File: config.mk
export PLATFORM = sky130hd
export DESIGN_NAME = prsd_top
export DESIGN_NICKNAME = d
export VERILOG_FILES = /design/src/design/prsd_pkg.sv /design/src/design/prsd_page_map.sv /design/src/design/prsd_top.sv
export SDC_FILE = /design/constraint.sdc
export NUM_CORES = 1
export LEC_CHECK = 0
export CAP_MARGIN = 25
export CORE_ASPECT_RATIO = 1.4
export CORE_UTILIZATION = 41
export CTS_BUF_LIST = sky130_fd_sc_hd__clkbuf_16
export CTS_CLUSTER_DIAMETER = 150
export DETAILED_ROUTE_END_ITERATION = 7
export DONT_BUFFER_PORTS = 1
export GPL_ROUTABILITY_DRIVEN = 0
export PLACE_DENSITY = 0.55
export SYNTH_ARGS = -nofsm -noshare
export SYNTH_HDL_FRONTEND = slang
export SYNTH_HIERARCHICAL = 1
export SYNTH_SLANG_ARGS = --single-unit
File: constraint.sdc
create_clock -name core_clk_i -period 5.88 [get_ports core_clk_i]
set_clock_uncertainty 0.1 [all_clocks]
set_input_delay 0.294 -clock core_clk_i [delete_from_list [all_inputs] [get_ports core_clk_i]]
set_output_delay 0.294 -clock core_clk_i [all_outputs]
set_load 0.05 [all_outputs]
File: src/design/prsd_pkg.sv
// Package: constants and types for the paged register space decoder
package prsd_pkg;

  localparam logic [7:0] SPACE_LO        = 8'h80;
  localparam logic [7:0] SPACE_HI        = 8'hff;
  localparam logic [7:0] WINDOW_SEL_ADDR = 8'ha7;
  localparam logic [7:0] WINDOW_SEL_RST  = 8'h00;
  localparam logic [7:0] PAGE_ZERO      = 8'h00;
  localparam logic [7:0] PAGE_F         = 8'h0f;
  localparam logic [7:0] ADDR_C5        = 8'hc5;
  localparam logic [7:0] ADDR_97        = 8'h97;
  localparam logic [7:0] ADDR_E6        = 8'he6;
  localparam logic [2:0] BIT_ADDR_MASK  = 3'h0;

  // Decoded target kinds
  typedef enum logic [1:0] {
    PRSD_TGT_NONE,
    PRSD_TGT_SELECT,
    PRSD_TGT_PERIPH
  } prsd_tgt_t;

  typedef struct packed {
    logic [7:0] addr;
    logic       rd;
    logic       wr;
    logic [7:0] wdata;
  } prsd_req_t;

  typedef struct packed {
    logic [7:0] window_sel_q;
    logic [7:0] rdata_q;
    logic       rvalid_q;
    logic       sel_p0_q;
    logic       sel_pf_q;
    logic       sel_all_q;
    logic       hit_q;
    logic       bit_addr_q;
    logic [7:0] addr_q;
  } prsd_state_t;

endpackage : prsd_pkg

File: src/design/prsd_page_map.sv
// Per-address page map lookup
`timescale 1ns/1ps
module prsd_page_map
  import prsd_pkg::*;
(
  input  wire logic [7:0] addr_i,
  output logic            on_all_o,
  output logic            on_p0_o,
  output logic            on_pf_o
);

  logic [127:0] all_map;
  logic [127:0] p0_map;
  logic [127:0] pf_map;
  logic [6:0]   idx;

  // Presence bitmaps over 0x80..0xff, bit n = address 0x80+n
  assign all_map = 128'h0001_01c1_0102_0000_01cd_1101_0001_400d;
  assign p0_map  = 128'h1818_1e06_0000_0078_6800_2600_fcc0_0000;
  assign pf_map  = 128'h7efe_5010_0670_c0f2_f020_8670_9cfe_0000;
  assign idx     = addr_i[6:0];

  always_comb begin
    on_all_o = all_map[idx];
    on_p0_o  = p0_map[idx] | (addr_i == ADDR_C5) | (addr_i == ADDR_97);
    on_pf_o  = pf_map[idx] | (addr_i == ADDR_C5) | (addr_i == ADDR_97);
  end

endmodule : prsd_page_map

File: src/design/prsd_top.sv
// Paged register space decoder with window select register
`timescale 1ns/1ps
module prsd_top
  import prsd_pkg::*;
(
  input  wire logic       core_clk_i,
  input  wire logic       rst_i,
  input  wire logic [7:0] addr_i,
  input  wire logic       rd_i,
  input  wire logic       wr_i,
  input  wire logic [7:0] wdata_i,
  input  wire logic [7:0] periph_rdata_i,
  output logic [7:0]      rdata_o,
  output logic            rvalid_o,
  output logic [7:0]      window_sel_o,
  output logic            sel_p0_o,
  output logic            sel_pf_o,
  output logic            sel_all_o,
  output logic            hit_o,
  output logic            bit_addr_o,
  output logic [7:0]      periph_addr_o
);

  prsd_state_t s_q;
  prsd_state_t s_d;
  prsd_req_t   req;
  prsd_tgt_t   tgt;
  logic        on_all;
  logic        on_p0;
  logic        on_pf;
  logic        in_space;
  logic        page0;
  logic        pagef;

  assign req = '{addr: addr_i, rd: rd_i, wr: wr_i, wdata: wdata_i};

  prsd_page_map i_prsd_page_map (
    .addr_i   (req.addr),
    .on_all_o (on_all),
    .on_p0_o  (on_p0),
    .on_pf_o  (on_pf)
  );

  always_comb begin
    in_space = (req.addr >= SPACE_LO) && (req.addr <= SPACE_HI);
    page0    = (s_q.window_sel_q == PAGE_ZERO);
    pagef    = (s_q.window_sel_q == PAGE_F);
    tgt      = PRSD_TGT_NONE;
    if (in_space && req.addr == WINDOW_SEL_ADDR) begin
      tgt = PRSD_TGT_SELECT;
    end else if (in_space && (on_all || (page0 && on_p0) || (pagef && on_pf))) begin
      tgt = PRSD_TGT_PERIPH;
    end
  end

  always_comb begin
    s_d            = s_q;
    s_d.rvalid_q   = 1'b0;
    s_d.addr_q     = req.addr;
    s_d.sel_all_q  = 1'b0;
    s_d.sel_p0_q   = 1'b0;
    s_d.sel_pf_q   = 1'b0;
    s_d.hit_q      = 1'b0;
    s_d.bit_addr_q = in_space && (req.addr[2:0] == BIT_ADDR_MASK);
    case (tgt)
      PRSD_TGT_SELECT: begin
        s_d.hit_q = req.rd | req.wr;
        if (req.wr) begin
          s_d.window_sel_q = req.wdata;
        end
        if (req.rd) begin
          s_d.rdata_q  = s_q.window_sel_q;
          s_d.rvalid_q = 1'b1;
        end
      end
      PRSD_TGT_PERIPH: begin
        s_d.hit_q     = req.rd | req.wr;
        s_d.sel_all_q = on_all & (req.rd | req.wr);
        s_d.sel_p0_q  = ~on_all & page0 & (req.rd | req.wr);
        s_d.sel_pf_q  = ~on_all & pagef & (req.rd | req.wr);
        if (req.rd) begin
          s_d.rdata_q  = periph_rdata_i;
          s_d.rvalid_q = 1'b1;
        end
      end
      PRSD_TGT_NONE: begin
        if (req.rd) begin
          s_d.rdata_q  = 8'h00;
          s_d.rvalid_q = 1'b1;
        end
      end
      default: begin
        s_d = s_q;
      end
    endcase
  end

  always_ff @(posedge core_clk_i) begin
    if (rst_i) begin
      s_q              <= '0;
      s_q.window_sel_q <= WINDOW_SEL_RST;
    end else begin
      s_q <= s_d;
    end
  end

  assign rdata_o       = s_q.rdata_q;
  assign rvalid_o      = s_q.rvalid_q;
  assign window_sel_o  = s_q.window_sel_q;
  assign sel_p0_o      = s_q.sel_p0_q;
  assign sel_pf_o      = s_q.sel_pf_q;
  assign sel_all_o     = s_q.sel_all_q;
  assign hit_o         = s_q.hit_q;
  assign bit_addr_o    = s_q.bit_addr_q;
  assign periph_addr_o = s_q.addr_q;

endmodule : prsd_top

== Yosys cells after proc, flatten, opt, wreduce, memory -nomap -nowiden ==
Memory sizes are Yosys's and may differ from the RTL's.
Index checks and enable logic that the tools add are counted.
Storage, ports and cells
  flip-flop bits (word level): 30
  memories kept: 3
  word-level logic and storage cells: 65
  bits of input ports: 28
  bits in read-only memories: 384
Cells by class
  bitwise operators: 11
  equality and inequality tests: 9
  order comparisons: 3
  reductions and logical operators: 19
  muxes and demuxes: 11
Memories
  (no name shown): words 128, width 1, rd ports 1, clocked after memory_dff 0, write ports 0, RTL line prsd_page_map.sv:25  | on_p0_o = p0_map[idx] | (addr_i == ADDR_C5) | (addr_i == ADDR_97);
  (no name shown): words 128, width 1, rd ports 1, clocked after memory_dff 0, write ports 0, RTL line prsd_page_map.sv:26  | on_pf_o = pf_map[idx] | (addr_i == ADDR_C5) | (addr_i == ADDR_97);
  (no name shown): words 128, width 1, rd ports 1, clocked after memory_dff 0, write ports 0, RTL line prsd_page_map.sv:24  | on_all_o = all_map[idx];
Operators with widths (number)
  two-way mux 9 bit: 3
  one-hot mux 9 bit (3 select lines): 1
  equality test 8 bit (second input constant): 3
  equality test 8 x 4 -> 1 bit (second input constant): 1
  >= comparator 8 bit (second input constant): 1
  <= comparator 8 bit (second input constant): 1
  logical NOT 8 bit: 1
  < comparator 7 x 8 -> 1 bit (second input constant): 1
  logical AND 1 bit: 6
  inequality test 2 bit (second input constant): 3
  one-hot mux 3 bit (2 select lines): 1
  bitwise AND 1 bit: 5
  OR 1 bit: 5
  two-way mux 2 bit: 2
  AND reduction 4 bit: 1
  nonzero test 2 bit: 2
  OR reduction 2 bit: 2
  logical NOT 3 bit: 1
  two-way mux 1 bit: 3
  nonzero test 3 bit: 1
  OR reduction 3 bit: 1
  equality test 2 x 1 -> 1 bit (second input constant): 1
  equality test 2 bit (second input constant): 1
  logical NOT 2 bit: 1
  other kinds (4): 5

== Logic depth before layout (Yosys ltp) ==
Gate-level depths: netlist of the first run.
  word-level depth: 13
  gate-level depth with buffers: 11
  mapped depth without buffers: 10

== Hierarchy ==
The synthesis of the first run kept the hierarchy.
Modules (own cells, without submodules)
  prsd_top: times used 1, sequential area each 600.6 µm², cells an instance 127, area each 1198.6 µm²
  prsd_page_map: times used 1, sequential area each 0.0 µm², cells an instance 85, area each 650.6 µm²

== Worst setup path before layout of the first run ==
Ideal clock, no wire load.
  kind: input port to flip-flop
  from: input port addr_i[1]
  to: register s_q (netlist bit rdata_o[7])
  stages on the path: 11
  path buffers: 1
  data arrival time: 2.047 ns
  path slack: 3.653 ns
  setup time: 0.080 ns
  path through: inv_1 -> ha_1 -> buf_4 -> mux2i_1 -> nor3_1 -> o41ai_1 -> a2111oi_2 -> nand2_1 -> a21oi_1 -> a41oi_4 -> a211oi_2
On the way
  elaborated cells on any way between the ends: 33
  classes of those cells: order compare: 2; eq/ne: 8; mux: 6; bitwise: 4; reduce/logical: 10; memory: 3
RTL lines
  from (decl): RTL line prsd_top.sv:8  | input wire logic [7:0] addr_i,
  memory read (128 x 1 bit) (*)
  two-way mux 1 bit (implied by the code) (*): RTL line prsd_page_map.sv:24
  named net on_all: RTL line prsd_top.sv:28  | logic on_all;
  logical OR 1 bit (*) (2 in a row): RTL line prsd_top.sv:51  | end else if (in_space && (on_all || (page0 && on_p0) || (pagef && on_pf))) begin
  logical AND 1 bit (*): RTL line prsd_top.sv:51
  two-way mux 2 bit (*): RTL line prsd_top.sv:51
  two-way mux 2 bit (*): RTL line prsd_top.sv:49  | if (in_space && req.addr == WINDOW_SEL_ADDR) begin
  equality test 2 bit (tied with other cells): RTL line prsd_top.sv:65  | case (tgt)
  inequality test 2 bit (no source line) / nonzero test 3 bit (equally long branches)
  AND reduction 4 bit (no source line)
  to (decl): RTL line prsd_top.sv:24  | prsd_state_t s_q;
The timed path passes the listed nets; every way through them passes the cells marked *. The select of a mux whose other input is x is not followed.
A chain may end at the register's enable or synchronous reset.

== Final worst setup path of the first run ==
  from: input port addr_i[1]
  to: register s_q (netlist bit rdata_o[1])
The elaborated chain is that of the path after synthesis.

==> results of run 1 <==
-- metrics by stage --
stage / setup slack, ns / util
4_1_cts: 3.54 / 0.466
5_1_grt: 3.25 / 0.466
2_1_floorplan: 3.65 / -
3_5_place_dp: 3.24 / 0.425
6_report: 3.57 / 0.466
3_3_place_gp: 3.42 / 0.425
-- routing by layer --
layer,vias up,routed length [um]
met5,-,0
met4,0,82
met3,8,274
met2,57,2630
met1,771,1870
li1,770,-
-- cells by family after synthesis --
logic type	count (synthesis)
fa+ha+maj	7
buf+inv	27
flops	30
mux	5
simple gates	77
compound gates	66
-- layout by cell type, fill, tap and decap left out, drive strengths merged, types with 5 or more instances in the layout --
master	instances
dfxtp	30
nand2	14
ha	7
a31oi	11
clkbuf	5
nand3	12
nor2b	18
a21oi	13
inv	12
a211oi	7
nor2	8
nor4	5
o21bai	7
-- critical path, delay by kind of cell --
family / cells / cell delay [ns]
muxes: 1 / 0.12
adders and majority gates: 1 / 0.35
buffers and inverters: 1 / 0.13
and+or+nand+nor: 2 / 0.26
AOI/OAI and AO/OA: 5 / 1.23
-- state kept, by name, indices dropped and copies added, names as in the netlist --
name and flops:
periph_addr_o 8, window_sel_o 8, hit_o 1, rdata_o 8, sel_pf_o 1, bit_addr_o 1, sel_all_o 1, rvalid_o 1
sel_p0_o 1
-- power groups by stage --
| stage | Combinational, W | Sequential [W] | Clock [W] |
|---|---|---|---|
| floorplan | 0.0000617 | 0.000247 | 0 |
| global placement | 0.0000573 | 0.000249 | 0 |
| detailed placement | 0.0000592 | 0.000249 | 0 |
| CTS | 0.0000636 | 0.000245 | 0.000237 |
| global route | 0.0000703 | 0.000245 | 0.000247 |
| finish | 0.0000636 | 0.000244 | 0.000234 |
-- layout make-up --
type	instances	area [sq um]
Fill cell	446	2280
Clock buffer	5	125
Inverter	12	45.0
Sequential cell	30	601
Timing Repair Buffer	4	40.0
Multi-Input combinational cell	155	1090
Tap cell	60	75.1
Clock inverter	3	12.5
-- worst paths after layout --
| path | startpoint | endpoint | slack, ns |
|---|---|---|---|
| worst max-delay path | addr_i[1] | rdata_o[1]$_SDFFE_PP0P_ | 3.57 |
| worst min-delay path | rd_i | rdata_o[5]$_SDFFE_PP0P_ | 0.02 |
| worst max register to register | window_sel_o[0]$_SDFFE_PP0P_ | rdata_o[1]$_SDFFE_PP0P_ | 3.84 |
| worst min register to register | window_sel_o[4]$_SDFFE_PP0P_ | window_sel_o[4]$_SDFFE_PP0P_ | 0.64 |
-- repair_timing --
action / in CTS / in global routing
hold buffers: 4 / 0
resized for setup: 0 / 0
hold endpoints to repair: 17 / 0
==> impl_metrics.tcl, run 1 <==
set metrics [dict create \
    antenna_found_initial 0 \
    gr-usage-all-layers 0.213 \
    area_delta_synth_final_pct 7.78 \
    drt-total-wl_mm 4.86 \
    first_iter_violations 113 \
    fin_area_sq_mm 0.00199 \
    grt_max_degree 27 \
    period_share 0.393 \
    synth_area_sq_mm 0.00185 \
    setup_viol 0 \
    grt_pass1_vias 1591 \
    root_buffer "clkbuf_16" \
    via_per_inst 5.97 \
    top_usage_layer "met2" \
    maxCapViolCount 0 \
    p_sw_frac 0.273 \
    core_sq_mm 0.00427 \
    synth_top_family_by_area "compound AO/OA/AOI/OAI gates" \
    netlist_top_cells_area "dfxtp_1 32%, nor2b_1 5.8%, ha_1 4.7%" \
    die_w_um 58.8 \
    ys.warnings.count 6 \
    power_frac_clock 0.432 \
    required_ns 5.96 \
    cts_setup_buffers 0 \
    yosys.area.top_type "dfxtp_1" \
    clockBufferDepth 2 \
    ys.flop_type "dfxtp_1" \
    die_height_um 81.5 \
    power.switching_w 0.000148 \
    worstSkewPairLatency_ns 0.27 \
    power_w 0.000542 \
    max_stage_delay_ns 0.54 \
    drc 0 \
    yosys.area.top_type_share 0.325 \
    tritoncts "yes" \
    io_pins 58 \
    drive_gt1_frac 0.0861 \
    vias 1606 \
    min_path_cells 1 \
    cts.clk_slew.worst_paths_ns 0.05 \
    slowest_stage "a2111oi_2" \
    async_reset_ff_frac 0 \
    tightest_slew_ns 0.646 \
    arrival_ns 2.39 \
    netlist_instances 212 \
    synth-simple-area-share 0.244 \
    grt_first_pass_wirelength_mm 7.84 \
    intPower_w 0.000394 \
    cp_cell_sequence "inv_1 -> ha_1 -> mux2i_1 -> nor3_1 -> o41ai_1 -> a2111oi_2 -> nand2_1 -> a21oi_1 -> a41oi_4 -> a211oi_1" \
    rsz0062_at_grt "no" \
    die_area_sq_mm 0.00479 \
    ys_seq_elements 30 \
    start_util 0.433 \
    synth_xor_area_frac 0 \
    slew_violations 0 \
    synth_mux_area_frac 0.0277 \
    synth_cell_types 56 \
    layout_min_cycle_time_ns 2.31 \
    min_path_type "in -> reg" \
    met1_usage 0.238 \
    maxSlewHeadroom 0.565 \
    syn_avg_cell_area_sq_um 8.72 \
    hold_slack_ns 0.0202 \
    num_rows 28 \
    grt_use_met3 0.0472 \
    cts_buffers 5 \
    reg2regPathDepth 4 \
    leakage_nw 0.742 \
    status "finished, final reports clean" \
    start_kind "input pin" \
    pwr-share-comb 0.117 \
    endpoint_kind "flop" \
    placed_area_sq_mm 0.00182 \
    cp_max_fo 11 \
    pwr-share-seq 0.451 \
    fmax_ghz 0.433 \
    synth_edf_count 0 \
    dp_hpwl_mm 3.51 \
    synth-adder-area-share 0.0474 \
    worstSetupPathType "in -> reg" \
    drt_first_pass_iters 4 \
    stdcell_count 269 \
    htree_levels 2 \
    detail-route-antenna-nets 0 \
    synth.most_common_cell "dfxtp_1" \
    place_inst 257 \
    p_per_area_mw_per_mm2 272 \
    syn_nets 247 \
    avgRoutedWirePerCell_um 18.0 \
    grtUsageMet2 0.389 \
    vdd_drop_max_v 0.000144 \
    yosysSeqAreaShare 0.325 \
    timing_hold_violations_final 0 \
    fin_setup_tns_ns 0 \
    io_buffers 0 \
    clkSinkCount 30 \
    n_antenna_cell 0 \
    grt_overflow_total 0 \
    synth_common_cells "30 x dfxtp_1, 17 x nor2b_1, 14 x nand2_1" \
    synth_compound_area_frac 0.273 \
    layout.nets 243 \
]
(Power assumes the default switching activity.)
==> run 2, diff against run 1 <==
--- a/config.mk
+++ b/config.mk
@@ -13,7 +13,7 @@
 export DETAILED_ROUTE_END_ITERATION = 7
 export DONT_BUFFER_PORTS = 1
 export GPL_ROUTABILITY_DRIVEN = 0
-export PLACE_DENSITY = 0.55
+export PLACE_DENSITY = 0.57
 export SYNTH_ARGS = -nofsm -noshare
 export SYNTH_HDL_FRONTEND = slang
 export SYNTH_HIERARCHICAL = 1
==> constraint.sdc (replaced) <==
create_clock -name core_clk_i -period 2 [get_ports core_clk_i]
set_clock_uncertainty 0.1 [all_clocks]
set_input_delay 0.1 -clock core_clk_i [delete_from_list [all_inputs] [get_ports core_clk_i]]
set_output_delay 0.1 -clock core_clk_i [all_outputs]
set_load 0.05 [all_outputs]
==> impl_metrics.tcl, run 2 (synthesis gave the netlist of run 1 again) <==
set metrics [dict create \
    status "finished, final reports clean" \
    placed_area_sq_mm 0.00197 \
    reg2regPathDepth 4 \
    leakage_nw 0.975 \
    slew_violations 0 \
    min_path_cells 4 \
    start_kind "input pin" \
    tritoncts "yes" \
    timing_hold_violations_final 0 \
    die_area_sq_mm 0.00479 \
    worstSkewPairLatency_ns 0.27 \
    cts.clk_slew.worst_paths_ns 0.05 \
    cts_buffers 5 \
    drc 0 \
    layout.nets 296 \
    fin_util 0.609 \
    antenna_found_initial 0 \
    p_sw_frac 0.277 \
    final_cell_mix "35 x dlygate4sd3_1, 30 x dfxtp_1, 22 x buf_4, 16 x nor2b_1, 14 x nand2_1" \
    die_w_um 58.8 \
    pwr-share-comb 0.187 \
    drive_gt1_frac 0.229 \
    period_share 0.954 \
    grt_first_pass_wirelength_mm 8.60 \
    required_ns 2.09 \
    avgRoutedWirePerCell_um 17.6 \
    cp_max_fo 10 \
    n_antenna_cell 0 \
    setup_viol 0 \
    maxSlewHeadroom 0.412 \
    power_w 0.00170 \
    endpoint_kind "flop" \
    area_delta_synth_final_pct 40.9 \
    gr-usage-all-layers 0.240 \
    io_buffers 0 \
    root_buffer "clkbuf_16" \
    final_common_cell "dlygate4sd3_1" \
    first_iter_violations 134 \
    dp_hpwl_mm 3.75 \
    drt-total-wl_mm 5.67 \
    htree_levels 2 \
    intPower_w 0.00123 \
    io_pins 58 \
    vias 1885 \
    clkSinkCount 30 \
    min_path_type "in -> reg" \
    fin_area_sq_mm 0.00261 \
    fmax_ghz 0.524 \
    grt_pass1_vias 1768 \
    start_util 0.433 \
    worstSetupPathType "in -> reg" \
    p_per_area_mw_per_mm2 651 \
    tightest_slew_ns 0.879 \
    layout_min_cycle_time_ns 1.91 \
    stdcell_count 322 \
    arrival_ns 2.00 \
    nFillCells 381 \
    clockBufferDepth 2 \
    core_sq_mm 0.00427 \
    via_per_inst 5.85 \
    pwr-share-seq 0.409 \
    vdd_drop_max_v 0.000411 \
    regArea_sq_um 601 \
    num_rows 28 \
    multi_input_area_sq_mm 0.00123 \
    detail-route-antenna-nets 0 \
    die_height_um 81.5 \
    place_ws_ns -0.199 \
    drt_first_pass_iters 4 \
    timing.final.ws_setup_ns 0.0911 \
    grt_overflow_total 0 \
    place_inst 277 \
    grt_max_degree 26 \
    maxCapViolCount 0 \
    rsz0062_at_grt "yes" \
    power_frac_clock 0.404 \
    power.switching_w 0.000470 \
]
## run 2: per-stage QoR
stage / hold WS [ns] / TNS [ns]
2_1_floorplan: 0.0756 / 0
3_3_place_gp: 0.0729 / -1.09
3_5_place_dp: 0.0731 / -1.51
4_1_cts: 0.0810 / 0
5_1_grt: 0.0951 / -0.0784
6_report: 0.0769 / 0
## run 2: layout make-up
class,count,area share
timing repair buffer,57,0.198
clock inverter,3,0.00480
sequential,30,0.231
multi-input combinational,155,0.471
inverter,12,0.0187
tap,60,0.0288
clock buffer,5,0.0480
## run 2: power groups by stage
stage	logic [W]	registers [W]	clock network [W]
final	0.000317	0.000694	0.000685
after floorplan	0.000181	0.000726	0
after global routing	0.000339	0.000695	0.000731
after detailed placement	0.000222	0.000705	0
after global placement	0.000218	0.000705	0
after CTS	0.000277	0.000694	0.000699
## run 2: worst max-delay path: stages
cell and delay, ns:
clkinvlp_4 0.15, ha_4 0.23, nor2b_4 0.13, a221o_2 0.34, a21oi_2 0.15, o32a_1 0.18
inv_2 0.05, o22ai_4 0.17, a41oi_4 0.24, a211oi_2 0.26
## run 2: layer usage
metal,share of wire,vias to the layer above,wire [um],global-route usage
met5,0,-,0,0
met4,0.035,0,199,0.131
met3,0.063,18,360,0.0409
met2,0.54,90,3060,0.456
met1,0.36,897,2050,0.242
li1,-,880,-,-
## run 2: worst paths after layout
check,slack (ns),from,end
max,0.09,addr_i[1],rdata_o[2]$_SDFFE_PP0P_
min,0.08,addr_i[6],sel_all_o$_SDFFE_PP0P_
max reg2reg,0.22,window_sel_o[0]$_SDFFE_PP0P_,rdata_o[2]$_SDFFE_PP0P_
min reg2reg,0.46,rdata_o[6]$_SDFFE_PP0P_,rdata_o[6]$_SDFFE_PP0P_
## run 2: timing repair
| action | in CTS | in global routing |
|---|---|---|
| hold endpoints to repair | 27 | 0 |
| hold buffers | 35 | 0 |
| gates resized for setup | 0 | 25 |
| buffers inserted | 0 | 2 |
| endpoints found under the setup margin | 0 | 11 |
